===== config.mk =====
export PLATFORM = sky130hd
export DESIGN_NAME = tal_alarm
export DESIGN_NICKNAME = d
export VERILOG_FILES = /design/src/rtl/tal_pkg.sv /design/src/rtl/tal_fault_if.sv /design/src/rtl/tal_fault_count.sv /design/src/rtl/tal_alarm.sv
export SDC_FILE = /design/constraint.sdc
export NUM_CORES = 1
export LEC_CHECK = 0
export BUFFER_PORTS_ARGS = -buffer_cell sky130_fd_sc_hd__buf_2
export CORE_MARGIN = 2
export CORE_UTILIZATION = 50
export CTS_CLUSTER_DIAMETER = 100
export DETAILED_ROUTE_END_ITERATION = 6
export PLACE_DENSITY = 0.78
export SLEW_MARGIN = 20
export SYNTH_ARGS = -nofsm -noshare
export SYNTH_HDL_FRONTEND = slang
export SYNTH_SLANG_ARGS = --single-unit

===== constraint.sdc =====
create_clock -name i_mclk -period 7.66 [get_ports i_mclk]
set_clock_uncertainty 0.05 [all_clocks]
set_input_delay 0.383 -clock i_mclk [delete_from_list [all_inputs] [get_ports i_mclk]]
set_output_delay 0.383 -clock i_mclk [all_outputs]
set_load 0.01 [all_outputs]

===== src/rtl/tal_pkg.sv =====
// Constants, types and helpers for the thermal alarm output logic.
// Assumes conversion results and limits are two's complement words of
// TEMP_W bits, left aligned as in the temperature and limit registers.
package tal_pkg;

	// ----------------------------------------------------------------
	// Widths
	// ----------------------------------------------------------------
	localparam int TEMP_W = 16;
	localparam int CNT_W = 3;

	// ----------------------------------------------------------------
	// Fault queue thresholds, selected by the two queue bits
	// ----------------------------------------------------------------
	localparam logic [CNT_W-1:0] FQ_SEL_00 = 3'h1;
	localparam logic [CNT_W-1:0] FQ_SEL_01 = 3'h2;
	localparam logic [CNT_W-1:0] FQ_SEL_10 = 3'h4;
	localparam logic [CNT_W-1:0] FQ_SEL_11 = 3'h6;
	localparam logic [CNT_W-1:0] CNT_MAX = 3'h7;
	localparam logic [CNT_W-1:0] CNT_ONE = 3'h1;

	// ----------------------------------------------------------------
	// Reset values of the alarm state, which has no boot copy
	// ----------------------------------------------------------------
	localparam logic RST_ALARM = 1'b0;
	localparam logic RST_EXPECT_LO = 1'b0;

	// ----------------------------------------------------------------
	// Single conversion alarm pulse in interrupt style
	// ----------------------------------------------------------------
	localparam int PULSE_NS = 1000;
	localparam int CLK_PERIOD_NS = 4;
	localparam int PULSE_CYCLES_INT = (PULSE_NS / CLK_PERIOD_NS) < 1 ? 1 :
		(PULSE_NS / CLK_PERIOD_NS);
	localparam int PULSE_W = 9;
	localparam logic [PULSE_W-1:0] PULSE_CYCLES =
		PULSE_CYCLES_INT[PULSE_W-1:0];
	localparam logic [PULSE_W-1:0] PULSE_ZERO = 9'h000;
	localparam logic [PULSE_W-1:0] PULSE_ONE = 9'h001;

	// ----------------------------------------------------------------
	// Conversion sequencer states
	// ----------------------------------------------------------------
	typedef enum logic [1:0]
	{
		ST_LOAD,
		ST_START,
		ST_WAIT,
		ST_SHUT
	} tal_seq_type;

	// ----------------------------------------------------------------
	// Helpers
	// ----------------------------------------------------------------
	function automatic logic tal_at_or_above(
		input logic [TEMP_W-1:0] value,
		input logic [TEMP_W-1:0] limit
	);
		tal_at_or_above = $signed(value) >= $signed(limit);
	endfunction

	function automatic logic [CNT_W-1:0] tal_threshold(
		input logic hi_bit,
		input logic lo_bit
	);
		case ({hi_bit, lo_bit})
			2'b00: tal_threshold = FQ_SEL_00;
			2'b01: tal_threshold = FQ_SEL_01;
			2'b10: tal_threshold = FQ_SEL_10;
			default: tal_threshold = FQ_SEL_11;
		endcase
	endfunction

endpackage


===== src/rtl/tal_fault_if.sv =====
// Interface between the alarm top and its consecutive-fault counter.
// Assumes all signals are on the conversion clock.
`timescale 1ns/100ps
interface tal_fault_if;
	logic eval;
	logic hi_hit;
	logic lo_hit;
	logic clear;
	logic [tal_pkg::CNT_W-1:0] threshold;
	logic qual_hi;
	logic qual_lo;
	logic held;
	logic held_hi;
	logic [tal_pkg::CNT_W-1:0] count;

	modport counter
	(
		input eval,
		input hi_hit,
		input lo_hit,
		input clear,
		input threshold,
		output qual_hi,
		output qual_lo,
		output held,
		output held_hi,
		output count
	);

	modport owner
	(
		output eval,
		output hi_hit,
		output lo_hit,
		output clear,
		output threshold,
		input qual_hi,
		input qual_lo,
		input held,
		input held_hi,
		input count
	);
endinterface


===== src/rtl/tal_fault_count.sv =====
// Consecutive-fault counter with fault queue qualification.
// Assumes eval pulses once per stored conversion result.
`timescale 1ns/100ps
module tal_fault_count
(
	// Clock and reset
	input wire logic i_mclk,
	input wire logic i_reset,
	// Owner side
	tal_fault_if.counter fc
);

	logic [tal_pkg::CNT_W-1:0] count_q;
	logic [tal_pkg::CNT_W-1:0] count_d;
	logic last_hi_q;
	logic qual_hi_q;
	logic qual_lo_q;
	logic fault;

	assign fault = fc.hi_hit | fc.lo_hit;

	always_comb
	begin
		count_d = count_q;
		if (fc.eval)
		begin
			if (!fault)
				count_d = '0;
			else if (count_q != tal_pkg::CNT_MAX)
				count_d = count_q + tal_pkg::CNT_ONE;
		end
	end

	// ----------------------------------------------------------------
	// Counter, kept through shutdown, cleared by reset, clear or a result without fault
	// ----------------------------------------------------------------
	always_ff @(posedge i_mclk)
	begin
		if (i_reset || fc.clear)
			count_q <= '0;
		else
			count_q <= count_d;
	end

	always_ff @(posedge i_mclk)
	begin
		if (i_reset || fc.clear)
			last_hi_q <= 1'b0;
		else if (fc.eval && fault)
			last_hi_q <= fc.hi_hit;
	end

	// ----------------------------------------------------------------
	// Qualified fault pulses, one per evaluation
	// ----------------------------------------------------------------
	always_ff @(posedge i_mclk)
	begin
		if (i_reset || fc.clear)
		begin
			qual_hi_q <= 1'b0;
			qual_lo_q <= 1'b0;
		end
		else
		begin
			qual_hi_q <= fc.eval && fc.hi_hit &&
				count_d >= fc.threshold;
			qual_lo_q <= fc.eval && fc.lo_hit && !fc.hi_hit &&
				count_d >= fc.threshold;
		end
	end

	assign fc.qual_hi = qual_hi_q;
	assign fc.qual_lo = qual_lo_q;
	assign fc.held = count_q >= fc.threshold;
	assign fc.held_hi = last_hi_q;
	assign fc.count = count_q;

endmodule // tal_fault_count


===== src/rtl/tal_alarm.sv =====
// Alarm output logic of a digital temperature sensor: conversion
// sequencing for run, shutdown and single conversion, limit compare,
// fault queue and the comparator and interrupt alarm styles.
// Assumes the serial interface decodes register accesses into pulses
// and that the converter and boot storage run on the same clock.
`timescale 1ns/100ps
module tal_alarm
(
	// Clock and reset
	input wire logic i_mclk,
	input wire logic i_reset,
	input wire logic i_gcall_reset,
	// Boot copy of the configuration
	input wire logic i_boot_alarm_style_bit,
	input wire logic i_boot_shutdown_bit,
	input wire logic i_boot_alarm_polarity_bit,
	input wire logic i_boot_fault_queue_hi_bit,
	input wire logic i_boot_fault_queue_lo_bit,
	// Configuration write
	input wire logic i_cfg_wr,
	input wire logic i_alarm_style_bit,
	input wire logic i_shutdown_ctl_bit,
	input wire logic i_alarm_polarity_bit,
	input wire logic i_fault_queue_hi_bit,
	input wire logic i_fault_queue_lo_bit,
	input wire logic i_single_conv_bit,
	// Limits
	input wire logic [tal_pkg::TEMP_W-1:0] i_upper_limit_value,
	input wire logic [tal_pkg::TEMP_W-1:0] i_lower_limit_value,
	// Clear events from the serial side
	input wire logic i_reg_read,
	input wire logic i_ara_answer,
	// Converter
	input wire logic i_conv_done,
	input wire logic [tal_pkg::TEMP_W-1:0] i_conv_result,
	output logic o_conv_start,
	// Status
	output logic o_alarm_style_bit,
	output logic o_shutdown_ctl_bit,
	output logic o_alarm_polarity_bit,
	output logic o_fault_queue_hi_bit,
	output logic o_fault_queue_lo_bit,
	output logic o_single_conv_busy,
	output logic [tal_pkg::TEMP_W-1:0] o_temperature,
	output logic [tal_pkg::CNT_W-1:0] o_fault_count,
	output logic o_alarm_active,
	// Alarm pin
	output logic o_alert
);

	// ----------------------------------------------------------------
	// Declarations
	// ----------------------------------------------------------------
	tal_pkg::tal_seq_type seq_q;
	logic any_reset;
	logic style_q;
	logic sd_q;
	logic pol_q;
	logic fq_hi_q;
	logic fq_lo_q;
	logic one_shot_q;
	logic conv_start_q;
	logic eval_q;
	logic [tal_pkg::TEMP_W-1:0] temp_q;
	logic alarm_q;
	logic alarm_d;
	logic expect_lo_q;
	logic expect_lo_d;
	logic [tal_pkg::PULSE_W-1:0] pulse_q;
	logic [tal_pkg::PULSE_W-1:0] pulse_d;
	logic alert_q;
	logic sd_enter;
	logic sd_exit;
	logic clear_evt;
	logic set_hi;
	logic set_lo;
	logic exit_set;
	logic from_single_q;

	tal_fault_if fc();

	assign any_reset = i_reset | i_gcall_reset;
	assign sd_enter = i_cfg_wr && i_shutdown_ctl_bit && !sd_q;
	assign sd_exit = i_cfg_wr && !i_shutdown_ctl_bit && sd_q;

	// ----------------------------------------------------------------
	// Working configuration
	// ----------------------------------------------------------------
	always_ff @(posedge i_mclk)
	begin
		if (any_reset)
		begin
			style_q <= i_boot_alarm_style_bit;
			sd_q <= i_boot_shutdown_bit;
			pol_q <= i_boot_alarm_polarity_bit;
			fq_hi_q <= i_boot_fault_queue_hi_bit;
			fq_lo_q <= i_boot_fault_queue_lo_bit;
		end
		else if (i_cfg_wr)
		begin
			style_q <= i_alarm_style_bit;
			sd_q <= i_shutdown_ctl_bit;
			pol_q <= i_alarm_polarity_bit;
			fq_hi_q <= i_fault_queue_hi_bit;
			fq_lo_q <= i_fault_queue_lo_bit;
		end
	end

	// ----------------------------------------------------------------
	// Conversion sequencer
	// ----------------------------------------------------------------
	always_ff @(posedge i_mclk)
	begin
		if (any_reset)
		begin
			seq_q <= tal_pkg::ST_LOAD;
			one_shot_q <= 1'b0;
		end
		else
		begin
			unique case (seq_q)
				tal_pkg::ST_LOAD:
				begin
					seq_q <= tal_pkg::ST_START;
					one_shot_q <= sd_q;
				end
				tal_pkg::ST_START:
					seq_q <= tal_pkg::ST_WAIT;
				tal_pkg::ST_WAIT:
				begin
					if (i_conv_done)
					begin
						one_shot_q <= 1'b0;
						if (one_shot_q || sd_q)
							seq_q <= tal_pkg::ST_SHUT;
						else
							seq_q <= tal_pkg::ST_START;
					end
				end
				tal_pkg::ST_SHUT:
				begin
					if (!sd_q)
						seq_q <= tal_pkg::ST_START;
					else if (i_cfg_wr && i_single_conv_bit &&
						i_shutdown_ctl_bit)
					begin
						seq_q <= tal_pkg::ST_START;
						one_shot_q <= 1'b1;
					end
				end
			endcase
		end
	end

	always_ff @(posedge i_mclk)
	begin
		if (any_reset)
			conv_start_q <= 1'b0;
		else
			conv_start_q <= seq_q == tal_pkg::ST_START;
	end

	// ----------------------------------------------------------------
	// Result store and evaluation strobe
	// ----------------------------------------------------------------
	always_ff @(posedge i_mclk)
	begin
		if (i_reset)
			temp_q <= '0;
		else if (seq_q == tal_pkg::ST_WAIT && i_conv_done)
			temp_q <= i_conv_result;
	end

	always_ff @(posedge i_mclk)
	begin
		if (any_reset)
		begin
			eval_q <= 1'b0;
			from_single_q <= 1'b0;
		end
		else
		begin
			eval_q <= seq_q == tal_pkg::ST_WAIT && i_conv_done;
			// Taken in the done cycle and held until the next stored result
			if (seq_q == tal_pkg::ST_WAIT && i_conv_done)
				from_single_q <= one_shot_q;
		end
	end

	assign fc.eval = eval_q;
	assign fc.hi_hit = tal_pkg::tal_at_or_above(temp_q,
		i_upper_limit_value);
	assign fc.lo_hit = !tal_pkg::tal_at_or_above(temp_q,
		i_lower_limit_value);
	assign fc.clear = i_gcall_reset;
	assign fc.threshold = tal_pkg::tal_threshold(fq_hi_q, fq_lo_q);

	tal_fault_count u_fault_count
	(
		.i_mclk(i_mclk),
		.i_reset(i_reset),
		.fc(fc)
	);

	// ----------------------------------------------------------------
	// Alarm state
	// ----------------------------------------------------------------
	assign clear_evt = i_reg_read || i_ara_answer || sd_enter;
	assign set_hi = fc.qual_hi && !expect_lo_q && !alarm_q;
	assign set_lo = fc.qual_lo && expect_lo_q && !alarm_q;
	assign exit_set = sd_exit && fc.held &&
		(fc.held_hi != expect_lo_q) && !alarm_q;

	always_comb
	begin
		alarm_d = alarm_q;
		expect_lo_d = expect_lo_q;
		pulse_d = pulse_q;
		if (!style_q)
		begin
			// Comparator: only qualified faults move the alarm
			if (fc.qual_hi)
			begin
				alarm_d = 1'b1;
				expect_lo_d = 1'b1;
			end
			else if (fc.qual_lo)
			begin
				alarm_d = 1'b0;
				expect_lo_d = 1'b0;
			end
			pulse_d = tal_pkg::PULSE_ZERO;
		end
		else
		begin
			if (pulse_q == tal_pkg::PULSE_ONE)
				alarm_d = 1'b0;
			if (pulse_q != tal_pkg::PULSE_ZERO)
				pulse_d = pulse_q - tal_pkg::PULSE_ONE;
			if (clear_evt)
			begin
				alarm_d = 1'b0;
				pulse_d = tal_pkg::PULSE_ZERO;
			end
			// Set wins over a clear in the same cycle
			if (set_hi || set_lo || exit_set)
			begin
				alarm_d = 1'b1;
				expect_lo_d = !expect_lo_q;
				if (from_single_q && !exit_set)
					pulse_d = tal_pkg::PULSE_CYCLES;
			end
		end
	end

	always_ff @(posedge i_mclk)
	begin
		if (any_reset)
		begin
			alarm_q <= tal_pkg::RST_ALARM;
			expect_lo_q <= tal_pkg::RST_EXPECT_LO;
			pulse_q <= tal_pkg::PULSE_ZERO;
		end
		else
		begin
			alarm_q <= alarm_d;
			expect_lo_q <= expect_lo_d;
			pulse_q <= pulse_d;
		end
	end

	// ----------------------------------------------------------------
	// Pin drive and status
	// ----------------------------------------------------------------
	always_ff @(posedge i_mclk)
	begin
		if (i_reset)
			alert_q <= 1'b1;
		else
			alert_q <= alarm_q ? pol_q : !pol_q;
	end

	assign o_conv_start = conv_start_q;
	assign o_alarm_style_bit = style_q;
	assign o_shutdown_ctl_bit = sd_q;
	assign o_alarm_polarity_bit = pol_q;
	assign o_fault_queue_hi_bit = fq_hi_q;
	assign o_fault_queue_lo_bit = fq_lo_q;
	assign o_single_conv_busy = one_shot_q;
	assign o_temperature = temp_q;
	assign o_fault_count = fc.count;
	assign o_alarm_active = alarm_q;
	assign o_alert = alert_q;

endmodule // tal_alarm


==> flow_summary.yaml, run 1 <==
flow_run:
  max_cap_viol_count: 0
setup_path:
  critPathRequiredTime_ns: 7.80
  critPathArrivalTime_ns: 3.34
  path_max_fanout: 4
  worstSetupPathType: "reg2reg"
  setup.worst_path.start_class: "register"
  critical_path.endpoint_type: "register"
pwr:
  leakagePower_nw: 1.81
  power-per-cell-area_mw_per_mm2: 127
  maximum_ir_drop_on_the_vdd_rail_uv: 86.8
sta:
  min_period_over_period: 0.418
  period_needed_ns: 3.20
  report.final.hold_viol_count: 0
  grt_setup_unrepaired: "no"
  maxClockFrequency_ghz: 0.313
  worst_slew_margin_rel: 0.541
  timing.setup.tns_ns: 0
  timing_max_transition_violations_final: 0
  finalSetupViolations: 0
  worst_pin_slew_ns: 0.688
global_route:
  grt.overflow.total: 0
  grt_use_total: 0.230
  vias_in_the_first_global_route: 2709
  grt_start_max_net_pins: 21
  wire_length_of_the_first_global_routing_pass_mm: 11.9
  grt_antenna_before_repair: 0
clock_network:
  clk_path_buf_depth: 2
  cts.repair_timing.setup_buffer_count: 0
  path_clk_slew_ns: 0.09
  clock-root-buffer: "sky130_fd_sc_hd__clkbuf_8"
  resize_count_post_cts: 0
  cts_made_buffers: 5
  clk-insertion-delay-late_ns: 0.30
  clock_tree_from_tritoncts: "done"
  postCtsHoldBufs: 0
  cts_max_level: 2
  cts.sinks: 45
synthesis:
  synthesis.instances: 373
  netlist-cell-type-count: 55
  synth-edff-count: 5
  post-synth-top-area-fraction: 0.267
  register_bit_count_reported_by_yosys: 45
  syn_area_mm2: 0.00300
  synthFlopType: "sky130_fd_sc_hd__dfxtp_1"
  async_reset_ff_frac: 0
  post_synth.cell_area_avg_um2: 8.04
  synth_top_cells_by_area: "sky130_fd_sc_hd__dfxtp_1, sky130_fd_sc_hd__ha_1, sky130_fd_sc_hd__nand2_1"
  ys_warn_count: 0
  postSynthNetCount: 484
  synth_sequential_area_ratio: 0.317
  yosysTopAreaCell: "sky130_fd_sc_hd__dfxtp_1"
layout:
  layout.cells.most_common_list: "sky130_fd_sc_hd__buf_2, sky130_fd_sc_hd__nand2_1, sky130_fd_sc_hd__inv_1"
  post_route_cells_drive_above_1_share: 0.251
  fin_nets: 576
  layout_commonest_cell: "sky130_fd_sc_hd__buf_2"
  fillers: 512
  diodes: 0
  syn2layout_area_growth_pct: 20.4
  postLayoutCoreUtil: 0.617
routing:
  drt_drc: 0
  num_vias: 2904
  antenna_violating_nets_post_route: 0
  post_drt_via_cell_ratio: 5.37
  first_pass_iters: 4
  wirelength_mm: 7.42
  drt-wirelength-per-cell_um: 13.7
  iteration_0_drc_markers: 107
place:
  routability_driven_placement_congestion_ratio: 0.863
  hpwl_mm: 5.90
  place.port_buffers: 93
hold_path:
  holdCritPathClass: "in2reg"
floorplanning:
  coreArea_mm2: 0.00585
  die_height_um: 81.4
  std_cell_rows: 28
  initial_utilization: 0.512
  design.portCount: 94
  overall_die_width_um: 81.4
  die_area_mm2: 0.00663
status:
  status: "completed"
==> final cells by class <==
class                   instances  area [um2]  area share
clock buffers                   7        76.3      0.0211
clock inverters                 1        7.51     0.00208
inverters                      46         173      0.0478
multi-input cells             274        1840       0.511
flip-flops and latches         45         951       0.263
well taps                      75        93.8      0.0260
repair buffers                 93         465       0.129
==> critical path: stages, from the launching register on <==
cell	delay, ns
sky130_fd_sc_hd__dfxtp_1	0.42
sky130_fd_sc_hd__ha_1	0.29
sky130_fd_sc_hd__nand4_2	0.16
sky130_fd_sc_hd__nor3_1	0.08
sky130_fd_sc_hd__a2111o_1	0.41
sky130_fd_sc_hd__a21oi_2	0.12
sky130_fd_sc_hd__mux2_4	0.34
sky130_fd_sc_hd__nor3_2	0.19
sky130_fd_sc_hd__o21a_1	0.17
sky130_fd_sc_hd__ha_1	0.22
sky130_fd_sc_hd__nand2b_1	0.15
sky130_fd_sc_hd__a21oi_1	0.14
sky130_fd_sc_hd__nor2b_1	0.05
sky130_fd_sc_hd__o21ai_0	0.21
sky130_fd_sc_hd__nor3_1	0.08
==> through the flow <==
stage          cells  total power, mW  setup WS [ns]  hold slack, ns  cell area, um2
2_1_floorplan    373            0.287           4.63           0.382            3000
3_3_place_gp     533            0.315           4.44           0.409            3530
3_5_place_dp     533            0.318           4.31           0.417            3530
4_1_cts          541            0.464           4.47           0.256            3610
5_1_grt          541            0.481           4.25           0.257            3610
6_report         541            0.459           4.46           0.258            3610
==> routing by layer <==
metal / vias up / wire, um / track usage
met2: 79 / 3640 / 0.408
met3: 11 / 387 / 0.0440
met1: 1342 / 3280 / 0.279
met5: - / 0 / 0
met4: 0 / 112 / 0.0780
li1: 1472 / - / -
==> sequential cells by signal, indices dropped and copies added (netlist names), 2 cells and up <==
name / flops
o_temperature: 16
seq_q: 2
pulse_q: 9
u_fault_count.fc.count: 3
==> power breakdown <==
group	total, mW	switching [mW]	leakage [nW]	internal, mW
Sequential	0.248	0.00506	0.376	0.243
Combinational	0.0640	0.0345	1.39	0.0295
Clock	0.147	0.0824	0.0385	0.0647
Total	0.459	0.122	1.81	0.337
==> worst paths after layout <==
| check | start | to | slack [ns] | cells past startpoint |
|---|---|---|---|---|
| worst min register to register | from_single_q | from_single_q | 0.43 | 2 |
| worst max register to register | o_temperature[13] | u_fault_count.fc.qual_lo | 4.46 | 14 |
| worst min-delay path | i_conv_result[11] | o_temperature[11] | 0.26 | 3 |
| worst max-delay path | o_temperature[13] | u_fault_count.fc.qual_lo | 4.46 | 14 |
==> synth_stat cells, types with 3 or more instances <==
cell type,instances
sky130_fd_sc_hd__ha_1,45
sky130_fd_sc_hd__a211oi_1,3
sky130_fd_sc_hd__o21ai_0,13
sky130_fd_sc_hd__nor3_1,6
sky130_fd_sc_hd__nor2b_1,4
sky130_fd_sc_hd__and3_1,3
sky130_fd_sc_hd__dfxtp_1,40
sky130_fd_sc_hd__xnor2_1,4
sky130_fd_sc_hd__clkbuf_1,7
sky130_fd_sc_hd__nand2_1,66
sky130_fd_sc_hd__inv_1,46
sky130_fd_sc_hd__or2_2,3
sky130_fd_sc_hd__nand4_1,4
sky130_fd_sc_hd__a21oi_1,41
sky130_fd_sc_hd__nor2_1,21
sky130_fd_sc_hd__xor2_1,3
sky130_fd_sc_hd__edfxtp_1,5
sky130_fd_sc_hd__nand3_1,8
sky130_fd_sc_hd__nand2b_1,7
==> cell families (layout without fill, tap and decap cells) <==
kind of cell / count (synthesis) / in the layout / synth area share
AO/OA/AOI/OAI: 79 / 79 / 0.163
XOR/XNOR: 7 / 7 / 0.0205
adder cells (fa/ha/maj): 45 / 45 / 0.188
buffers and inverters: 54 / 147 / 0.0680
flip-flops: 45 / 45 / 0.317
multiplexers: 3 / 3 / 0.0117
AND/OR/NAND/NOR: 140 / 140 / 0.232
Power figures use the tool's default switching activity.
==> run 2, diff against run 1 <==
- clock period: 7.66 -> 3 ns (I/O delays scaled with it)
==> run 2 against run 1 <==
Net effect:
- the flow now finishes with violations (setup timing)
- final cell count is 2.8% higher
- critical path depth stayed put
- sequential power grew to 2.6 times the previous value
- first-iteration DRC count is 110% higher
- routed wire length is 19% higher
- total power grew to 2.7 times the previous value
- critical endpoint unchanged
==> flow_summary.yaml, run 2 (same netlist as run 1, synthesis figures left out) <==
clock_network:
  postCtsHoldBufs: 0
  clock_tree_from_tritoncts: "done"
  clk-insertion-delay-late_ns: 0.31
  path_clk_slew_ns: 0.08
  cts.sinks: 45
  cts_max_level: 2
  clk_path_buf_depth: 2
  cts_made_buffers: 5
  clock-root-buffer: "sky130_fd_sc_hd__clkbuf_8"
sta:
  hold_slack_ns: 0.0240
  maxClockFrequency_ghz: 0.329
  finalWorstSetupSlack_ns: -0.0396
  timing_max_transition_violations_final: 0
  worst_pin_slew_ns: 0.702
  worst_slew_margin_rel: 0.531
  report.final.hold_viol_count: 0
  period_needed_ns: 3.04
  min_period_over_period: 1.01
  timing.setup.tns_ns: -0.0551
  finalSetupViolations: 2
pwr:
  netSwitchingPower_mw: 0.343
  leakagePower_nw: 1.90
  power_frac_clock: 0.315
  power-per-cell-area_mw_per_mm2: 302
  power.share.switching: 0.281
  intPower_mw: 0.876
  comb_power_share: 0.165
  report.power.total_mw: 1.22
  maximum_ir_drop_on_the_vdd_rail_uv: 186
  proportion_of_power_drawn_by_flip_flops_and_latches: 0.520
setup_path:
  critPathRequiredTime_ns: 3.14
  worstSetupPathType: "reg2reg"
  critical_path.endpoint_type: "register"
  setup.worst_path.start_class: "register"
  path_max_fanout: 3
  critPathArrivalTime_ns: 3.18
floorplanning:
  coreArea_mm2: 0.00585
  overall_die_width_um: 81.4
  initial_utilization: 0.512
  die_area_mm2: 0.00663
  design.portCount: 94
  std_cell_rows: 28
  die_height_um: 81.4
global_route:
  wire_length_of_the_first_global_routing_pass_mm: 12.5
  grt_antenna_before_repair: 0
  vias_in_the_first_global_route: 2895
  grt.overflow.total: 0
  grt_use_total: 0.240
  grt_start_max_net_pins: 21
routing:
  first_pass_iters: 4
  post_drt_via_cell_ratio: 5.55
  drt_drc: 0
  wirelength_mm: 8.83
  num_vias: 3085
  antenna_violating_nets_post_route: 0
  drt-wirelength-per-cell_um: 15.9
  iteration_0_drc_markers: 227
place:
  hpwl_mm: 6.03
  placed_cells_incl_taps: 542
  routability_driven_placement_congestion_ratio: 0.921
  pre_cts_ws_ns: -0.0503
  place.port_buffers: 93
layout:
  largest_register_ffs: 16
  post_route_cells_drive_above_1_share: 0.362
  final_std_cells_w_o_fill: 556
  layout_commonest_cell: "sky130_fd_sc_hd__buf_2"
  fin_nets: 591
  layout.cells.most_common_list: "sky130_fd_sc_hd__buf_2, sky130_fd_sc_hd__nand2_1, sky130_fd_sc_hd__inv_1"
  diodes: 0
  syn2layout_area_growth_pct: 34.6
flow_run:
  max_cap_viol_count: 0
status:
  status: "finished with violations"
  violations: "setup timing"
hold_path:
  holdCritPathClass: "in2reg"
==> run 2: cell count changes in the layout (fill, tap and decap cells not counted), moves of 2 or more <==
cell                      delta
sky130_fd_sc_hd__ha_1       -16
sky130_fd_sc_hd__buf_4      +15
sky130_fd_sc_hd__ha_4       +15
sky130_fd_sc_hd__dfxtp_1    -13
sky130_fd_sc_hd__dfxtp_2    +12
sky130_fd_sc_hd__a21oi_1     -6
sky130_fd_sc_hd__a21oi_2     +6
sky130_fd_sc_hd__nand2_1     -2
sky130_fd_sc_hd__nand2_2     +2
sky130_fd_sc_hd__nand4_2     -2
sky130_fd_sc_hd__nand4_4     +2
sky130_fd_sc_hd__nor3_4      +2
sky130_fd_sc_hd__o21ai_0     -2
sky130_fd_sc_hd__o21ai_1     +2
==> run 2: through the flow <==
| stage | util | instance area (um2) |
|---|---|---|
| floorplan | - | 3000 |
| global placement | 0.614 | 3590 |
| detailed placement | 0.614 | 3590 |
| CTS | 0.631 | 3690 |
| global route | 0.690 | 4040 |
| finish | 0.690 | 4040 |
==> run 2: power by group through the flow <==
| stage | clock network, mW | registers, mW | logic (mW) |
|---|---|---|---|
| after global placement | 0 | 0.649 | 0.160 |
| after detailed placement | 0 | 0.649 | 0.165 |
| after floorplan | 0 | 0.651 | 0.0810 |
| after CTS | 0.388 | 0.635 | 0.167 |
| final | 0.383 | 0.634 | 0.202 |
| after global routing | 0.416 | 0.637 | 0.220 |
==> run 2: what timing repair did <==
| action | CTS | global route |
|---|---|---|
| pin swaps | 0 | 15 |
| resized for setup | 3 | 51 |
| endpoints found under the setup margin | 2 | 2 |
| buffers inserted | 0 | 6 |
==> run 2: worst paths after layout <==
path	to	slack, ns	from	cells after the start
setup reg to reg	u_fault_count.fc.qual_lo	-0.04	o_temperature[7]	14
hold reg to reg	o_temperature[0]	0.42	o_temperature[0]	2
hold / removal	o_temperature[0]	0.02	i_conv_result[0]	3
setup / recovery	u_fault_count.fc.qual_lo	-0.04	o_temperature[7]	14
==> run 2: worst max-delay path: stages (launching register included) <==
cell                       delay [ns]
sky130_fd_sc_hd__dfxtp_2         0.34
sky130_fd_sc_hd__ha_4            0.22
sky130_fd_sc_hd__a21oi_2         0.13
sky130_fd_sc_hd__o21ai_1         0.08
sky130_fd_sc_hd__a2111o_1        0.42
sky130_fd_sc_hd__a21oi_2         0.13
sky130_fd_sc_hd__mux2_4          0.33
sky130_fd_sc_hd__nor3_4          0.20
sky130_fd_sc_hd__o21a_1          0.13
sky130_fd_sc_hd__ha_1            0.22
sky130_fd_sc_hd__nand2b_1        0.18
sky130_fd_sc_hd__a21oi_2         0.18
sky130_fd_sc_hd__nor2b_1         0.06
sky130_fd_sc_hd__o21ai_1         0.18
sky130_fd_sc_hd__nor3_1          0.07
==> run 2: final cells by class <==
| class | instances | area [um2] |
|---|---|---|
| clock buffers | 6 | 72.6 |
| inverters | 46 | 173 |
| repair buffers | 108 | 578 |
| multi-input cells | 274 | 2140 |
| well taps | 75 | 93.8 |
| clock inverters | 2 | 11.3 |
| fillers | 443 | 1810 |
| flip-flops and latches | 45 | 970 |
==> run 2: metal layers <==
layer	global-route usage	wire length, um	vias up
li1	-	-	1497
met1	0.289	3520	1450
met2	0.427	4590	111
met3	0.0418	466	27
met4	0.0864	257	0
met5	0	0	-
==> run 3, diff against run 2 <==
- CTS_BUF_LIST: unset -> sky130_fd_sc_hd__clkbuf_2
- CTS_CLUSTER_DIAMETER: 100 -> unset
- clock period: 3 -> 3.2 ns (I/O delays scaled with it)
==> run 3 against run 2 <==
Net effect:
- non-clock buffer count is 13 higher
- largest cell class unchanged
- cell area decreased by 4.4%
- worst hold slack improved by 0.047 ns
- global-route usage up 1.3 points
- the run now ends clean
- highest routed layer unchanged
- maximum frequency is 0.18% higher
- largest power group unchanged
==> flow_summary.yaml, run 3 (same netlist as run 1, synthesis figures left out) <==
sta:
  worst_pin_slew_ns: 0.709
  timing.setup.tns_ns: 0
  worst_slew_margin_rel: 0.526
  finalSetupViolations: 0
  min_period_over_period: 0.948
  timing_max_transition_violations_final: 0
  period_needed_ns: 3.03
  grt_setup_unrepaired: "no"
  report.final.hold_viol_count: 0
  maxClockFrequency_ghz: 0.330
hold_path:
  hold_start: "i_reset"
  holdCritPathClass: "in2reg"
  worst_hold_path.num_cells: 2
  hold_endpoint: "o_temperature[10]"
layout:
  post_route_cells_drive_above_1_share: 0.255
  diodes: 0
  final_std_cells_w_o_fill: 569
  fin_nets: 604
  fillers: 502
  layout_commonest_cell: "sky130_fd_sc_hd__buf_2"
  layout.cells.most_common_list: "sky130_fd_sc_hd__buf_2, sky130_fd_sc_hd__nand2_1, sky130_fd_sc_hd__inv_1"
  largest_register_ffs: 16
  syn2layout_area_growth_pct: 28.7
setup_path:
  crit_slowest_cell: "sky130_fd_sc_hd__dfxtp_2"
  critical_path.top_delay_family: "compound AO/OA/AOI/OAI gates"
  setup.reg_to_reg.worst_slack_ns: 0.17
  critPathRequiredTime_ns: 3.54
  setup.worst_path.start_class: "register"
  max_stage_delay_ns: 0.40
  r2r.worst_path.cells: 14
  crit-reg2reg-capture: "u_fault_count.fc.qual_lo"
  regToRegStartpoint: "o_temperature[9]"
  critPathArrivalTime_ns: 3.37
  timing.critical_path.cells: "ha_1 > a21oi_1 > nor3_1 > a2111o_1 > a21oi_2 > mux2_4 > nor3_2 > o21a_1 > ha_1 > nand2b_1 > a21oi_1 > nor2b_1 > o21ai_1 > nor3_1"
  worstSetupPathType: "reg2reg"
  path_buf_inv: 0
  crit_path_start: "o_temperature[9]"
  critical_path.endpoint_type: "register"
  path_max_fanout: 4
routing:
  first_pass_iters: 4
  antenna_violating_nets_post_route: 0
  drt_drc: 0
  post_drt_via_cell_ratio: 5.31
  drt-wirelength-per-cell_um: 14.1
  num_vias: 3023
  iteration_0_drc_markers: 127
  wirelength_mm: 8.02
global_route:
  vias_in_the_first_global_route: 2966
  grt_use_total: 0.253
  grt_antenna_before_repair: 0
  grt.overflow.total: 0
  grt_start_max_net_pins: 21
  wire_length_of_the_first_global_routing_pass_mm: 13.1
pwr:
  power-per-cell-area_mw_per_mm2: 274
  maximum_ir_drop_on_the_vdd_rail_uv: 177
  leakagePower_nw: 1.92
clock_network:
  cts_max_level: 2
  cts_made_buffers: 5
  clk-insertion-delay-late_ns: 0.46
  cts.sinks: 45
  clock_tree_from_tritoncts: "done"
  clk_path_buf_depth: 2
  path_clk_slew_ns: 0.27
  clock-root-buffer: "sky130_fd_sc_hd__clkbuf_2"
  cts.repair_timing.setup_buffer_count: 0
floorplanning:
  initial_utilization: 0.512
  die_height_um: 81.4
  die_area_mm2: 0.00663
  std_cell_rows: 28
  overall_die_width_um: 81.4
  coreArea_mm2: 0.00585
  design.portCount: 94
status:
  status: "completed"
place:
  hpwl_mm: 5.83
  placed_cells_incl_taps: 535
  routability_driven_placement_congestion_ratio: 0.931
  place.port_buffers: 93
flow_run:
  max_cap_viol_count: 0
-- run 3: cell types whose count changed in the layout (fill, tap and decap cells not counted), moves of 5 or more --
cell and delta:
sky130_fd_sc_hd__ha_4 -15, sky130_fd_sc_hd__dfxtp_1 +9, sky130_fd_sc_hd__buf_4 -13, sky130_fd_sc_hd__dlygate4sd3_1 +26, sky130_fd_sc_hd__ha_1 +16, sky130_fd_sc_hd__clkbuf_8 -5
sky130_fd_sc_hd__a21oi_2 -6, sky130_fd_sc_hd__dfxtp_2 -8, sky130_fd_sc_hd__a21oi_1 +6, sky130_fd_sc_hd__clkbuf_2 +5
-- run 3: through the flow --
stage	util	area (um2)	hold slack [ns]	power, mW	setup slack (ns)
finish	0.660	3860	0.0706	1.06	0.166
global route	0.660	3860	0.0520	1.10	0.0466
CTS	0.658	3850	0.0589	1.06	0.104
detailed placement	0.605	3540	0.356	0.762	0.124
global placement	0.605	3540	0.353	0.758	0.233
floorplan	-	3000	0.246	0.687	0.218
-- run 3: cell type report --
type	instances	area, um2	area share
inverters	46	173	0.0447
well taps	75	93.8	0.0243
flip-flops and latches	45	956	0.248
clock inverters	3	21.3	0.00551
clock buffers	5	25.0	0.00649
repair buffers	121	741	0.192
multi-input cells	274	1850	0.479
-- run 3: metal layers --
metal | up-vias | part of all wire | GRT usage
li1 | 1526 | - | -
met1 | 1384 | 0.43 | 0.306
met2 | 92 | 0.49 | 0.444
met3 | 21 | 0.052 | 0.0418
met4 | 0 | 0.028 | 0.102
met5 | - | 0 | 0
-- run 3: how the worst max path moves through the flow --
| stage | endpoint | slack [ns] | depth (start not counted) |
|---|---|---|---|
| global placement | u_fault_count.fc.qual_lo | 0.23 | 14 |
| detailed placement | u_fault_count.fc.qual_lo | 0.12 | 14 |
| finish | u_fault_count.fc.qual_lo | 0.17 | 14 |
| floorplan | u_fault_count.fc.qual_lo | 0.22 | 14 |
| CTS | u_fault_count.fc.qual_lo | 0.10 | 14 |
| global route | u_fault_count.fc.qual_lo | 0.05 | 14 |
-- run 3: where the power goes --
part | internal, mW | switching [mW]
clock | 0.0553 | 0.218
combinational | 0.0951 | 0.0897
sequential | 0.585 | 0.0135
total | 0.736 | 0.321
-- run 3: worst reg2reg max path, cell delays in order (launching register included) --
cell,delay [ns]
sky130_fd_sc_hd__dfxtp_2,0.40
sky130_fd_sc_hd__ha_1,0.30
sky130_fd_sc_hd__a21oi_1,0.19
sky130_fd_sc_hd__nor3_1,0.07
sky130_fd_sc_hd__a2111o_1,0.39
sky130_fd_sc_hd__a21oi_2,0.13
sky130_fd_sc_hd__mux2_4,0.33
sky130_fd_sc_hd__nor3_2,0.14
sky130_fd_sc_hd__o21a_1,0.15
sky130_fd_sc_hd__ha_1,0.22
sky130_fd_sc_hd__nand2b_1,0.14
sky130_fd_sc_hd__a21oi_1,0.16
sky130_fd_sc_hd__nor2b_1,0.07
sky130_fd_sc_hd__o21ai_1,0.16
sky130_fd_sc_hd__nor3_1,0.07
-- run 3: repair_timing --
item / 4_1_cts / 5_1_grt
endpoints found under the setup margin: 0 / 2
hold buffers: 26 / 0
resized for setup: 0 / 6
endpoints found under the hold margin: 21 / 0
